===== src/pkg/cbi_map.vh =====
// Constants for the control byte interpreter: control byte fields,
// block check types and reset values.
// Assumes inclusion by bare name from files under src/ and sim/.
`ifndef CBI_MAP_VH
`define CBI_MAP_VH

// Control byte fields
`define CBI_C_INT      0
`define CBI_C_DLE      1
`define CBI_C_BCC      2
`define CBI_C_INC      3
`define CBI_C_DIS      4
`define CBI_C_MODE_LO  5
`define CBI_C_MODE_HI  7

// Direction of a request
`define CBI_DIR_TX     1'b0
`define CBI_DIR_RX     1'b1

// Block check types
`define CBI_BCC_LRC    2'h0
`define CBI_BCC_CRC16  2'h1
`define CBI_BCC_CCITT  2'h2

// Reflected CRC polynomials
`define CBI_POLY_CRC16 16'hA001
`define CBI_POLY_CCITT 16'h8408

// Reset values
`define CBI_ACC_RST    16'h0000
`define CBI_MODE_RST   3'h0
`define CBI_CHAR_RST   8'h00

`endif


===== src/cbi_fifo.v =====
// Synchronous FIFO with a registered output stage.
// Assumes one clock, synchronous active-high reset and a clock enable.
`timescale 1ns/100ps
`default_nettype none

module cbi_fifo #(
    parameter WIDTH = 12,
    parameter DEPTH = 8,
    parameter AW    = 3
) (
    // Clock and reset
    input  wire             sys_clk,
    input  wire             rst,
    input  wire             ce,
    // Fill side
    input  wire             in_valid,
    output reg              in_ready,
    input  wire [WIDTH-1:0] in_data,
    // Drain side
    output reg              out_valid,
    input  wire             out_ready,
    output reg  [WIDTH-1:0] out_data
);

    reg  [WIDTH-1:0] mem [0:DEPTH-1];
    reg  [AW-1:0]    wp;
    reg  [AW-1:0]    rp;
    reg  [AW:0]      cnt;

    wire             push = in_valid & in_ready;
    wire             load = (cnt != {(AW+1){1'b0}}) & (~out_valid | out_ready);
    wire [AW:0]      next_cnt = cnt + {{AW{1'b0}}, push} - {{AW{1'b0}}, load};

    always @(posedge sys_clk) begin
        if (rst) begin
            wp        <= {AW{1'b0}};
            rp        <= {AW{1'b0}};
            cnt       <= {(AW+1){1'b0}};
            in_ready  <= 1'b1;
            out_valid <= 1'b0;
            out_data  <= {WIDTH{1'b0}};
        end else if (ce) begin
            if (push) begin
                mem[wp] <= in_data;
                wp      <= wp + {{(AW-1){1'b0}}, 1'b1};
            end
            if (load) begin
                out_data  <= mem[rp];
                out_valid <= 1'b1;
                rp        <= rp + {{(AW-1){1'b0}}, 1'b1};
            end else if (out_ready) begin
                out_valid <= 1'b0;
            end
            cnt      <= next_cnt;
            // Registered full: refuses one entry early is avoided by exact count
            in_ready <= (next_cnt < DEPTH[AW:0]);
        end
    end

endmodule

`default_nettype wire


===== src/cbi_interp.v =====
// Per-character control byte interpreter for a multi-line synchronous
// multiplexer: DLE insertion, block check send/expect, store or discard,
// host interrupt and mode sequencing.
// Assumes the requester fetches each control byte from the line's table
// using mode_out, and holds a request until req_ack.
`timescale 1ns/100ps
`default_nettype none
`include "cbi_map.vh"

module cbi_interp #(
    parameter LINES = 16,
    parameter LW    = 4,
    parameter DEPTH = 8,
    parameter AW    = 3
) (
    // Clock, reset, enable
    input  wire          sys_clk,
    input  wire          rst,
    input  wire          ce,
    // Character request
    input  wire          req_valid,
    input  wire          req_dir,
    input  wire [LW-1:0] req_line,
    input  wire [7:0]    req_char,
    input  wire [7:0]    req_ctrl,
    input  wire [7:0]    req_dle,
    input  wire [1:0]    req_bcc_type,
    output reg           req_ack,
    // Mode lookup for table indexing
    input  wire [LW-1:0] mode_line,
    input  wire          mode_dir,
    output reg  [2:0]    mode_out,
    // Receive store to memory
    output reg           store_valid,
    output reg  [LW-1:0] store_line,
    output reg  [7:0]    store_char,
    // Received block check result
    output reg           bcc_done,
    output reg           bcc_err,
    output reg  [LW-1:0] bcc_line,
    // Host interrupt and system control bit 08
    output reg           receive_interrupt_pending_bit,
    output reg  [LW-1:0] int_line,
    output reg  [7:0]    int_char,
    input  wire          int_clear,
    // Transmit character stream
    output wire          tx_valid,
    input  wire          tx_ready,
    output wire [LW+7:0] tx_data
);

    localparam [5:0] ST_IDLE = 6'h01;
    localparam [5:0] ST_DLE  = 6'h02;
    localparam [5:0] ST_CHR  = 6'h04;
    localparam [5:0] ST_BC1  = 6'h08;
    localparam [5:0] ST_BC2  = 6'h10;
    localparam [5:0] ST_ACK  = 6'h20;

    // Byte-wise CRC, reflected form
    function [15:0] crc_byte;
        input [15:0] acc;
        input [7:0]  data;
        input [15:0] poly;
        integer      k;
        reg   [15:0] c;
        begin
            c = acc ^ {8'h00, data};
            for (k = 0; k < 8; k = k + 1) begin
                if (c[0])
                    c = (c >> 1) ^ poly;
                else
                    c = c >> 1;
            end
            crc_byte = c;
        end
    endfunction

    // Fold one character by the selected check type
    function [15:0] bcc_fold;
        input [15:0] acc;
        input [7:0]  data;
        input [1:0]  kind;
        begin
            case (kind)
                `CBI_BCC_CRC16: bcc_fold = crc_byte(acc, data, `CBI_POLY_CRC16);
                `CBI_BCC_CCITT: bcc_fold = crc_byte(acc, data, `CBI_POLY_CCITT);
                default:        bcc_fold = {8'h00, acc[7:0] ^ data};
            endcase
        end
    endfunction

    function is_crc;
        input [1:0] kind;
        begin
            is_crc = (kind == `CBI_BCC_CRC16) || (kind == `CBI_BCC_CCITT);
        end
    endfunction

    // Per-line, per-direction state
    reg  [2:0]       tx_mode [0:LINES-1];
    reg  [2:0]       rx_mode [0:LINES-1];
    reg  [15:0]      tx_acc  [0:LINES-1];
    reg  [15:0]      rx_acc  [0:LINES-1];
    reg  [LINES-1:0] rx_exp1;
    reg  [LINES-1:0] rx_exp2;
    reg  [LINES-1:0] rx_stall;

    reg  [5:0]       state;
    reg  [LW-1:0]    t_line;
    reg  [7:0]       t_char;
    reg  [7:0]       t_ctrl;
    reg  [7:0]       t_dle;
    reg  [1:0]       t_type;

    reg              f_valid;
    reg  [7:0]       f_byte;
    wire             f_ready;
    wire             f_push = f_valid & f_ready;

    wire             take = req_valid & (state == ST_IDLE) &
                            ~((req_dir == `CBI_DIR_RX) & rx_stall[req_line]);
    wire [15:0]      r_acc = rx_acc[req_line];
    wire [15:0]      t_acc = tx_acc[t_line];
    integer          i;

    // Byte offered to the transmit FIFO in each state
    always @* begin
        f_valid = 1'b0;
        f_byte  = t_char;
        case (state)
            ST_DLE: begin
                f_valid = 1'b1;
                f_byte  = t_dle;
            end
            ST_CHR: begin
                f_valid = 1'b1;
                f_byte  = t_char;
            end
            ST_BC1: begin
                f_valid = 1'b1;
                f_byte  = t_acc[7:0];
            end
            ST_BC2: begin
                f_valid = 1'b1;
                f_byte  = t_acc[15:8];
            end
            default: begin
                f_valid = 1'b0;
                f_byte  = t_char;
            end
        endcase
    end

    // Back-pressure from the FIFO stalls the transmit sequence
    cbi_fifo #(
        .WIDTH (LW + 8),
        .DEPTH (DEPTH),
        .AW    (AW)
    ) u_fifo (
        .sys_clk   (sys_clk),
        .rst       (rst),
        .ce        (ce),
        .in_valid  (f_valid),
        .in_ready  (f_ready),
        .in_data   ({t_line, f_byte}),
        .out_valid (tx_valid),
        .out_ready (tx_ready),
        .out_data  (tx_data)
    );

    always @(posedge sys_clk) begin
        if (rst) begin
            state       <= ST_IDLE;
            t_line      <= {LW{1'b0}};
            t_char      <= `CBI_CHAR_RST;
            t_ctrl      <= `CBI_CHAR_RST;
            t_dle       <= `CBI_CHAR_RST;
            t_type      <= `CBI_BCC_LRC;
            req_ack     <= 1'b0;
            mode_out    <= `CBI_MODE_RST;
            store_valid <= 1'b0;
            store_line  <= {LW{1'b0}};
            store_char  <= `CBI_CHAR_RST;
            bcc_done    <= 1'b0;
            bcc_err     <= 1'b0;
            bcc_line    <= {LW{1'b0}};
            int_line    <= {LW{1'b0}};
            int_char    <= `CBI_CHAR_RST;
            receive_interrupt_pending_bit <= 1'b0;
            rx_exp1     <= {LINES{1'b0}};
            rx_exp2     <= {LINES{1'b0}};
            rx_stall    <= {LINES{1'b0}};
            for (i = 0; i < LINES; i = i + 1) begin
                tx_mode[i] <= `CBI_MODE_RST;
                rx_mode[i] <= `CBI_MODE_RST;
                tx_acc[i]  <= `CBI_ACC_RST;
                rx_acc[i]  <= `CBI_ACC_RST;
            end
        end else if (ce) begin
            req_ack     <= 1'b0;
            store_valid <= 1'b0;
            bcc_done    <= 1'b0;
            // Current mode lets the requester index the right table
            mode_out    <= (mode_dir == `CBI_DIR_RX) ? rx_mode[mode_line] : tx_mode[mode_line];

            // Host clear releases every stalled line; a new request below wins
            if (int_clear) begin
                receive_interrupt_pending_bit <= 1'b0;
                rx_stall <= {LINES{1'b0}};
            end

            case (state)
                ST_IDLE: begin
                    if (take && req_dir == `CBI_DIR_TX) begin
                        t_line <= req_line;
                        t_char <= req_char;
                        t_ctrl <= req_ctrl;
                        t_dle  <= req_dle;
                        t_type <= req_bcc_type;
                        // Bits 00 and 04 never read on transmit
                        state  <= req_ctrl[`CBI_C_DLE] ? ST_DLE : ST_CHR;
                    end else if (take) begin
                        state   <= ST_ACK;
                        req_ack <= 1'b1;
                        if (rx_exp2[req_line]) begin
                            // Second check character closes the frame
                            rx_exp2[req_line] <= 1'b0;
                            rx_acc[req_line]  <= `CBI_ACC_RST;
                            bcc_done <= 1'b1;
                            bcc_line <= req_line;
                            bcc_err  <= (req_char != r_acc[15:8]);
                        end else if (rx_exp1[req_line]) begin
                            // First check character, never stored
                            rx_exp1[req_line] <= 1'b0;
                            bcc_line <= req_line;
                            if (is_crc(req_bcc_type) && req_char == r_acc[7:0]) begin
                                rx_exp2[req_line] <= 1'b1;
                            end else begin
                                rx_acc[req_line] <= `CBI_ACC_RST;
                                bcc_done <= 1'b1;
                                bcc_err  <= (req_char != r_acc[7:0]);
                            end
                        end else begin
                            // Bit 01 never read on receive
                            if (req_ctrl[`CBI_C_INC])
                                rx_acc[req_line] <= bcc_fold(r_acc, req_char, req_bcc_type);
                            if (!req_ctrl[`CBI_C_DIS]) begin
                                store_valid <= 1'b1;
                                store_line  <= req_line;
                                store_char  <= req_char;
                            end
                            // Discard set: no store pulse at all
                            if (req_ctrl[`CBI_C_BCC])
                                rx_exp1[req_line] <= 1'b1;
                            if (req_ctrl[`CBI_C_INT]) begin
                                receive_interrupt_pending_bit <= 1'b1;
                                rx_stall[req_line] <= 1'b1;
                                int_line <= req_line;
                                int_char <= req_char;
                            end
                            // Per-line receive mode for the next character
                            rx_mode[req_line] <= req_ctrl[`CBI_C_MODE_HI:`CBI_C_MODE_LO];
                        end
                    end
                end
                ST_DLE: begin
                    if (f_push)
                        state <= ST_CHR;
                end
                ST_CHR: begin
                    if (f_push) begin
                        if (t_ctrl[`CBI_C_INC])
                            tx_acc[t_line] <= bcc_fold(t_acc, t_char, t_type);
                        if (t_ctrl[`CBI_C_BCC]) begin
                            state <= ST_BC1;
                        end else begin
                            state   <= ST_ACK;
                            req_ack <= 1'b1;
                            tx_mode[t_line] <= t_ctrl[`CBI_C_MODE_HI:`CBI_C_MODE_LO];
                        end
                    end
                end
                ST_BC1: begin
                    if (f_push) begin
                        if (is_crc(t_type)) begin
                            state <= ST_BC2;
                        end else begin
                            state   <= ST_ACK;
                            req_ack <= 1'b1;
                            tx_acc[t_line]  <= `CBI_ACC_RST;
                            tx_mode[t_line] <= t_ctrl[`CBI_C_MODE_HI:`CBI_C_MODE_LO];
                        end
                    end
                end
                ST_BC2: begin
                    if (f_push) begin
                        state   <= ST_ACK;
                        req_ack <= 1'b1;
                        tx_acc[t_line]  <= `CBI_ACC_RST;
                        tx_mode[t_line] <= t_ctrl[`CBI_C_MODE_HI:`CBI_C_MODE_LO];
                    end
                end
                ST_ACK: begin
                    // One idle cycle so a held request is not taken twice
                    state <= ST_IDLE;
                end
                default: begin
                    state <= ST_IDLE;
                end
            endcase
        end
    end

endmodule

`default_nettype wire


===== config.mk =====
export PLATFORM = sky130hd
export DESIGN_NAME = cbi_interp
export DESIGN_NICKNAME = d
export VERILOG_FILES = /design/src/cbi_fifo.v /design/src/cbi_interp.v
export VERILOG_INCLUDE_DIRS = /design/src /design/src/pkg
export SDC_FILE = /design/constraint.sdc
export NUM_CORES = 1
export LEC_CHECK = 0
export ABC_CLOCK_PERIOD_IN_PS = 13200
export BUFFER_PORTS_ARGS = -buffer_cell sky130_fd_sc_hd__buf_2
export CORE_AREA = 2 2 442 225
export DETAILED_ROUTE_END_ITERATION = 7
export DIE_AREA = 0 0 444 227
export HOLD_SLACK_MARGIN = 0.05
export PLACE_DENSITY = 0.66
export RECOVER_POWER = 100
export SKIP_LAST_GASP = 1
export SYNTH_ARGS = -nofsm -noshare
export SYNTH_HDL_FRONTEND = slang
export SYNTH_HIERARCHICAL = 1
export SYNTH_SLANG_ARGS = --single-unit

===== constraint.sdc =====
create_clock -name sys_clk -period 13.2 [get_ports sys_clk]
set_input_delay 2.64 -clock sys_clk [delete_from_list [all_inputs] [get_ports sys_clk]]
set_output_delay 2.64 -clock sys_clk [all_outputs]
set_load 0.005 [all_outputs]

==> impl_summary.log, run 1 <==
[metrics] layout cell share with drive strength beyond 1: ~16%
[metrics] per-cell via count in the routed design: 6.03
[metrics] cells taking the most area after synthesis: edfxtp_1, mux4_2, dfxtp_1
[metrics] post-route antenna net violation count: 0
[metrics] sinks on the clock net: 849
[metrics] critical path data arrival time: around 10 ns
[metrics] Filler cells: 8649
[metrics] kind of critical path: in -> reg
[metrics] layout net count: roughly 2900
[metrics] portion of total power attributed to the clock network: 37.2%
[metrics] PnR worst setup slack: 3.04 ns
[metrics] mean routed wirelength per cell: 28.5 um
[metrics] peak ir drop on the vdd network: approximately 100 uV
[metrics] status: finished, violations left
[metrics] utilization of the core after routing: 43.7%
[metrics] clock transition at the registers of the reported paths: about 0.070 ns
[metrics] kind of end point of the critical path: flop
[metrics] total nets after synthesis: about 3000
[metrics] average cell area after synthesis: ~13 sq um
[metrics] combinational fraction of design power: ~13%
[metrics] sum of net half-perimeters after detailed placement: about 85000 um
[metrics] global-route wire length before repair: about 170000 um
[metrics] final setup vio count: 0
[metrics] Final Power: 6.16 mW
[metrics] switching share of power: 26.4%
[metrics] placed insts: between 4000 and 5000
[metrics] number of design-rule violations left by the first detailed-router iteration: 3956
[metrics] multi-input gate area in the final layout: 13200 sq um
[metrics] storage element area: 24000 sq um
[metrics] buffer cell driving the clock tree root: clkbuf_16
[metrics] Yosys top cell by area: edfxtp_1
[metrics] # DRC: 0
[metrics] number of global-route vias before repair: 23000
[metrics] startpoint class of the critical path: input pin
[metrics] power density over the cells: between 100 and 150 nW/um^2
[metrics] setup TNS: 0 ns
[metrics] maximum root-to-sink buffer count: 3
[metrics] worst endpoint required time: 13.49 ns
[metrics] violated checks: capacitance limit, slew limit
[metrics] count of placed standard cells in the final layout, fillers left out: roughly 4200
[metrics] share of synthesized area occupied by flip-flops and latches: 62.6%
[metrics] die area: 101000 sq um
[metrics] weighted congestion at the end of routability-driven global placement: approximately 1
[metrics] share of the clock period used by the worst path after layout: 77.0%
[metrics] total iterations of the first detailed-routing run: 7
[metrics] number of setup buffers added after CTS: 0
[metrics] Static Leakage: 13.8 nW
[metrics] sequential cell fraction of total power: between 40% and 50%
[metrics] MaxCap Viol Count: 9
[metrics] highest net fanout along the worst path: 37
[metrics] y dimension of the die: 227 um
[metrics] Slew Limit Fails: ~370
[metrics] max_slew headroom: -148%
[metrics] proportion of register bits with asynchronous set or reset after synthesis: 0%
[metrics] maximum number of pins on one net before global-route repair: between 70 and 80
[metrics] Min-Delay Path Class: reg -> reg
[metrics] clock latency at the later pin of the worst-skew pair: 0.68 ns
[metrics] number of distinct standard cells referenced by the synthesized netlist: 78
[metrics] Resized cells post-CTS: 0
[metrics] TritonCTS clock tree: done
[metrics] flops & latches, synth: 849
[metrics] top cells by count, synth: edfxtp_1, nor2_1, nand2_1
[metrics] post-synthesis instance total: ~2900
[metrics] via count: 25600
[metrics] synthesis-to-finish area growth: 10.1%
[metrics] min cycle time layout: 10.16 ns
[metrics] number of primary I/O pins: 91
[metrics] count of H-tree levels built during CTS: 3
[metrics] number of CTS-inserted buffers: 76
[metrics] transition time of the tightest slew-check pin: 3.72 ns
[metrics] GR Util All Layers: 23.8%
[metrics] EDFF count, synth: between 700 and 800
[metrics] pre-CTS worst setup slack: 4.68 ns
[metrics] GRT Residual Overflow: 0
[metrics] FP Rows: 81
[metrics] primary flip-flop cell chosen by synthesis mapping: edfxtp_1
[metrics] Max Fclk: 0.0984 GHz
[metrics] initial standard-cell utilization of the core: 39.7%
[metrics] post-route clock skew: 0.0323 ns
[metrics] number of buffers added to fix hold violations after cts: 0
[metrics] area of the mapped netlist: 38400 sq um
[metrics] number of antenna violations at the first check in global routing: 8
[metrics] final hold violations: 0
[metrics] die extent in x: 444 um
[metrics] Core Box Area: 96800 sq um
[metrics] setup repair after global routing missed its margin: no
[metrics] most common cell in the synthesized netlist: edfxtp_1
[metrics] cell internal power dissipation: roughly 4.5 mW
[metrics] Switching Power: around 1.6 mW
[metrics] wire length reported by the detailed router: between 100000 and 150000 um
[metrics] portion of synthesized cell area occupied by the leading cell type: 55.0%
[metrics] number of buffers added on ports: 90
[metrics] number of warnings printed during yosys synthesis: 6
sequential cells by signal, summed over array words and instances (netlist names), 5 cells and up, named ones only:
signal           count
rx_acc             256
t_char               8
t_dle                8
rx_mode             48
u_fifo/out_data     12
int_char             8
tx_acc             256
rx_stall            16
t_ctrl               5
state                6
tx_mode             48
store_char           8
u_fifo/mem          96
layout make-up:
| class | count | area share (%) |
|---|---|---|
| antenna | 6 | 0.0355 |
| clock buffer | 94 | 4.73 |
| clock inverter | 44 | 1.07 |
| inverter | 19 | 0.169 |
| multi-input combinational | 1781 | 31.3 |
| sequential | 849 | 56.9 |
| tap | 1286 | 3.81 |
| timing repair buffer | 159 | 2.03 |
power by group through the flow:
stage	combinational (mW)	clock, mW	sequential (mW)
floorplan	0.588	0	3.07
global placement	0.778	0	3.13
detailed placement	0.788	0	3.13
CTS	0.792	2.31	3.07
global route	0.844	2.41	3.09
finish	0.797	2.29	3.07
per-layer routing:
metal | vias up | global-route usage, % | share of wire [%]
li1 | 10700 | - | -
met1 | 12900 | 37.0 | 44
met2 | 1845 | 28.0 | 36
met3 | 136 | 12.8 | 18
met4 | 2 | 4.76 | 1.8
met5 | - | 0 | 0.0091
metrics by stage:
stage	cell area (sq um)	hold WS, ns
floorplan	38400	0.436
global placement	40000	0.435
detailed placement	40000	0.443
CTS	42500	0.453
global route	42300	0.477
finish	42300	0.453
logic make-up after synthesis:
group | Yosys count | synth area share [%]
xor gates and xnor gates | 87 | 2.40
DFF | 849 | 62.6
AOI/OAI and AO/OA | 269 | 4.70
muxes | 255 | 13.5
adders and majority gates | 14 | 0.476
buffers and inverters | 240 | 2.83
and+or+nand+nor | 1156 | 13.5
worst paths after layout:
path                              startpoint                    endpoint  slack [ns]  depth (start not counted)
setup reg to reg                        flop  tx_acc[9][0]$_SDFFCE_PN0P_        3.94                         10
setup / recovery                 req_line[0]  rx_acc[8][2]$_SDFFCE_PN0P_        3.04                         12
hold reg to reg   store_char[4]$_SDFFE_PP0P_  store_char[4]$_SDFFE_PP0P_        0.45                          2
hold / removal    store_char[4]$_SDFFE_PP0P_  store_char[4]$_SDFFE_PP0P_        0.45                          2
cell usage in the layout (no fill, tap or decap), drive strengths merged, types with 13 or more instances in the layout:
master	netlist	routed
clkinv	2	30
a22oi	33	33
nand3	24	24
nand2b	43	43
xor2	29	29
edfxtp	704	704
nor4	70	70
xnor2	55	55
o21ai	26	26
ha	13	13
nor2	577	577
mux4	208	208
dfxtp	145	145
a211oi	26	26
nor3	63	63
inv	17	22
mux2i	42	42
a21oi	101	101
or3	18	18
nor2b	19	19
or2	19	19
a21o	22	22
and2	55	55
buf	79	110
nand2	231	231
clkbuf	142	143
critical path: stages:
cell	delay, ns
clkbuf_1	0.89
buf_4	0.66
clkbuf_1	1.95
mux4_2	0.69
mux2_1	0.32
mux2_2	0.46
nor4_2	0.52
nand2_1	0.61
o31ai_1	0.23
buf_4	0.37
nand2_1	0.24
nand2b_1	0.79
Note: power is estimated with default switching activity, not from simulation.
==> run 2: changes to the inputs <==
--- a/config.mk
+++ b/config.mk
@@ -6,13 +6,13 @@
 export SDC_FILE = /design/constraint.sdc
 export NUM_CORES = 1
 export LEC_CHECK = 0
-export ABC_CLOCK_PERIOD_IN_PS = 13200
+export ABC_CLOCK_PERIOD_IN_PS = 8300
 export BUFFER_PORTS_ARGS = -buffer_cell sky130_fd_sc_hd__buf_2
 export CORE_AREA = 2 2 442 225
 export DETAILED_ROUTE_END_ITERATION = 7
 export DIE_AREA = 0 0 444 227
 export HOLD_SLACK_MARGIN = 0.05
-export PLACE_DENSITY = 0.66
+export PLACE_DENSITY = 0.68
 export RECOVER_POWER = 100
 export SKIP_LAST_GASP = 1
 export SYNTH_ARGS = -nofsm -noshare
==> constraint.sdc (replaced) <==
create_clock -name sys_clk -period 8.3 [get_ports sys_clk]
set_input_delay 1.66 -clock sys_clk [delete_from_list [all_inputs] [get_ports sys_clk]]
set_output_delay 1.66 -clock sys_clk [all_outputs]
set_load 0.005 [all_outputs]
==> run 2 against run 1 <==
  * Cell count grew 0.61%
  * Flip-flop and latch count did not move
  * The run ends with DRC, capacitance limit, slew limit left
  * Clock skew fell by 0.0010 ns
  * First-iteration DRC count is 1.4% higher
  * Critical path type unchanged
  * Register-to-register slack worse by 2.3 ns
  * Hold slack barely moved
  * Critical path depth shrank 1
  * Combinational power up 58%
  * Worst setup slack got worse by 1.8 ns
  * Clock power grew 64%
  * Design area increased by 0.60%
==> impl_summary.log, run 2 (same netlist as run 1, synthesis figures left out) <==
[metrics] final setup vio count: 0
[metrics] min cycle time layout: 7.01 ns
[metrics] post-route antenna net violation count: 0
[metrics] number of design-rule violations left by the first detailed-router iteration: 4010
[metrics] per-cell via count in the routed design: 6.07
[metrics] die area: 101000 sq um
[metrics] # DRC: 2
[metrics] highest cell delay on the worst timing path: 1.01 ns
[metrics] TritonCTS clock tree: done
[metrics] portion of total power attributed to the clock network: 37.9%
[metrics] sequential cell fraction of total power: between 40% and 50%
[metrics] startpoint class of the critical path: input pin
[metrics] sinks on the clock net: 849
[metrics] weighted congestion at the end of routability-driven global placement: 1.01
[metrics] clock latency at the later pin of the worst-skew pair: ~0.68 ns
[metrics] maximum root-to-sink buffer count: 3
[metrics] start point of the worst min-delay path: store_char[2]$_SDFFE_PP0P_
[metrics] switching share of power: 26.2%
[metrics] critical path's slowest cell: clkbuf_1
[metrics] Filler cells: 8702
[metrics] clock transition at the registers of the reported paths: 0.07 ns
[metrics] violated checks: DRC, capacitance limit, slew limit
[metrics] largest registers ranked by flip-flop count: rx_acc x256, tx_acc x256, u_fifo/mem x96
[metrics] number of global-route vias before repair: roughly 24000
[metrics] PnR worst setup slack: 1.29 ns
[metrics] Critical Path, Cell by Cell: buf_4, clkbuf_1, mux4_2, or3_1, nor4_1, nand2_1, clkbuf_1, o31ai_4, buf_4, nand2_1, nand2b_1
[metrics] count of H-tree levels built during CTS: 3
[metrics] via count: approximately 26000
[metrics] most frequent standard cell in the layout excluding fill and tap cells: edfxtp_1
[metrics] total iterations of the first detailed-routing run: 8
[metrics] synthesis-to-finish area growth: 10.7%
[metrics] kind of end point of the critical path: flop
[metrics] most used cells in the layout excluding fill and tap cells: edfxtp_1, nor2_1, nand2_1
[metrics] number of buffers added on ports: 90
[metrics] buffer cell driving the clock tree root: clkbuf_16
[metrics] share of the clock period used by the worst path after layout: 84.5%
[metrics] MaxCap Viol Count: 16
[metrics] GRT Residual Overflow: 0
[metrics] pre-CTS worst setup slack: 1.60 ns
[metrics] final hold violations: 0
[metrics] die extent in x: 444 um
[metrics] wire length reported by the detailed router: between 100000 and 150000 um
[metrics] setup repair after global routing missed its margin: no
[metrics] Max Fclk: 0.143 GHz
[metrics] y dimension of the die: ~230 um
[metrics] Top Family by Delay on Critical Path: simple AND/OR/NAND/NOR gates
[metrics] FP Rows: 81
[metrics] utilization of the core after routing: 43.9%
[metrics] number of primary I/O pins: 91
[metrics] layout net count: ~3000
[metrics] Resized cells post-CTS: 0
[metrics] sum of net half-perimeters after detailed placement: approximately 84000 um
[metrics] mean routed wirelength per cell: 28.3 um
[metrics] combinational fraction of design power: 12.7%
[metrics] kind of critical path: in -> reg
[metrics] initial standard-cell utilization of the core: 39.7%
[metrics] Core Box Area: 96800 sq um
[metrics] number of antenna violations at the first check in global routing: 15
[metrics] maximum number of pins on one net before global-route repair: 75
[metrics] highest net fanout along the worst path: 40
[metrics] storage element area: ~24000 sq um
[metrics] power density over the cells: 233 nW/um^2
[metrics] number of CTS-inserted buffers: 76
[metrics] cell internal power dissipation: 7.30 mW
[metrics] GR Util All Layers: approximately a quarter
[metrics] post-route clock skew: 0.0313 ns
[metrics] Min-Delay Path Class: reg -> reg
[metrics] Min Hold Slack: 0.453 ns
[metrics] Switching Power: 2.59 mW
[metrics] number of setup buffers added after CTS: 0
[metrics] setup TNS: 0 ns
[metrics] Slew Limit Fails: 342
[metrics] global-route wire length before repair: between 150000 and 200000 um
[metrics] worst endpoint required time: 8.58 ns
[metrics] Static Leakage: 13.9 nW
[metrics] number of buffers added to fix hold violations after cts: 0
[metrics] status: finished, violations left
[metrics] transition time of the tightest slew-check pin: about 3.5 ns
[metrics] Crit path buffers/inverters: 4
[metrics] layout cell share with drive strength beyond 1: between 10% and 20%
[metrics] critical path data arrival time: 7.30 ns
[metrics] max_slew headroom: -131%
[metrics] Worst Setup SP: req_line[0]
[metrics] multi-input gate area in the final layout: around 13000 sq um
[metrics] peak ir drop on the vdd network: 147 uV
-- run 2: changes by cell type in the layout (fill, tap and decap cells not counted), moves of 6 or more --
cell / before / now
buf_4: 49 / 41
buf_2: 61 / 55
clkbuf_8: 1 / 9
clkbuf_1: 65 / 103
and2_0: 45 / 39
clkinv_1: 16 / 10
and2_1: 10 / 16
-- run 2: final timing paths --
kind	end	slack [ns]	cells past startpoint
worst max-delay path	rx_acc[10][10]$_SDFFCE_PN0P_	1.29	11
worst min-delay path	store_char[2]$_SDFFE_PP0P_	0.45	2
worst max register to register	tx_acc[5][0]$_SDFFCE_PN0P_	1.65	9
worst min register to register	store_char[2]$_SDFFE_PP0P_	0.45	2
-- run 2: layer usage --
layer | global-route usage, % | share of wire (%) | routed length (um) | up-vias
met5 | 0 | 0.019 | 23 | -
met1 | 37.1 | 43 | 51400 | 13000
met4 | 5.28 | 2.4 | 2840 | 4
met2 | 28.1 | 36 | 43200 | 1988
met3 | 12.3 | 19 | 23300 | 180
li1 | - | - | - | 10700
-- run 2: area by class of cell --
cell class / instances / area share (%)
diodes: 7 / 0.0412
clock buffers: 110 / 5.19
clock inverters: 31 / 0.912
inverters: 19 / 0.168
multi-input cells: 1781 / 31.2
flip-flops and latches: 849 / 56.6
well taps: 1286 / 3.78
repair buffers: 181 / 2.17
-- run 2: through the flow --
step                      std cells  power [mW]  area, sq um
final                          4264        9.89        42500
after global routing           4260        10.2        42500
after CTS                      4257        9.89        42800
after detailed placement       4116        6.21        40200
after global placement         4116        6.19        40200
after floorplan                2870        5.82        38400
-- run 2: power groups by stage --
stage	clock (mW)	sequential [mW]	combinational (mW)
floorplan	0	4.89	0.936
global placement	0	4.97	1.22
detailed placement	0	4.97	1.24
CTS	3.77	4.88	1.24
global route	3.93	4.90	1.33
finish	3.75	4.89	1.26
-- run 2: worst register-to-register path: cells and delay by family, from the launching register on --
| kind | cells | cell delay [ns] |
|---|---|---|
| mux | 2 | 1.37 |
| flops | 1 | 2.08 |
| compound gates | 1 | 0.67 |
| xor+xnor | 5 | 2.08 |
| simple gates | 1 | 0.13 |
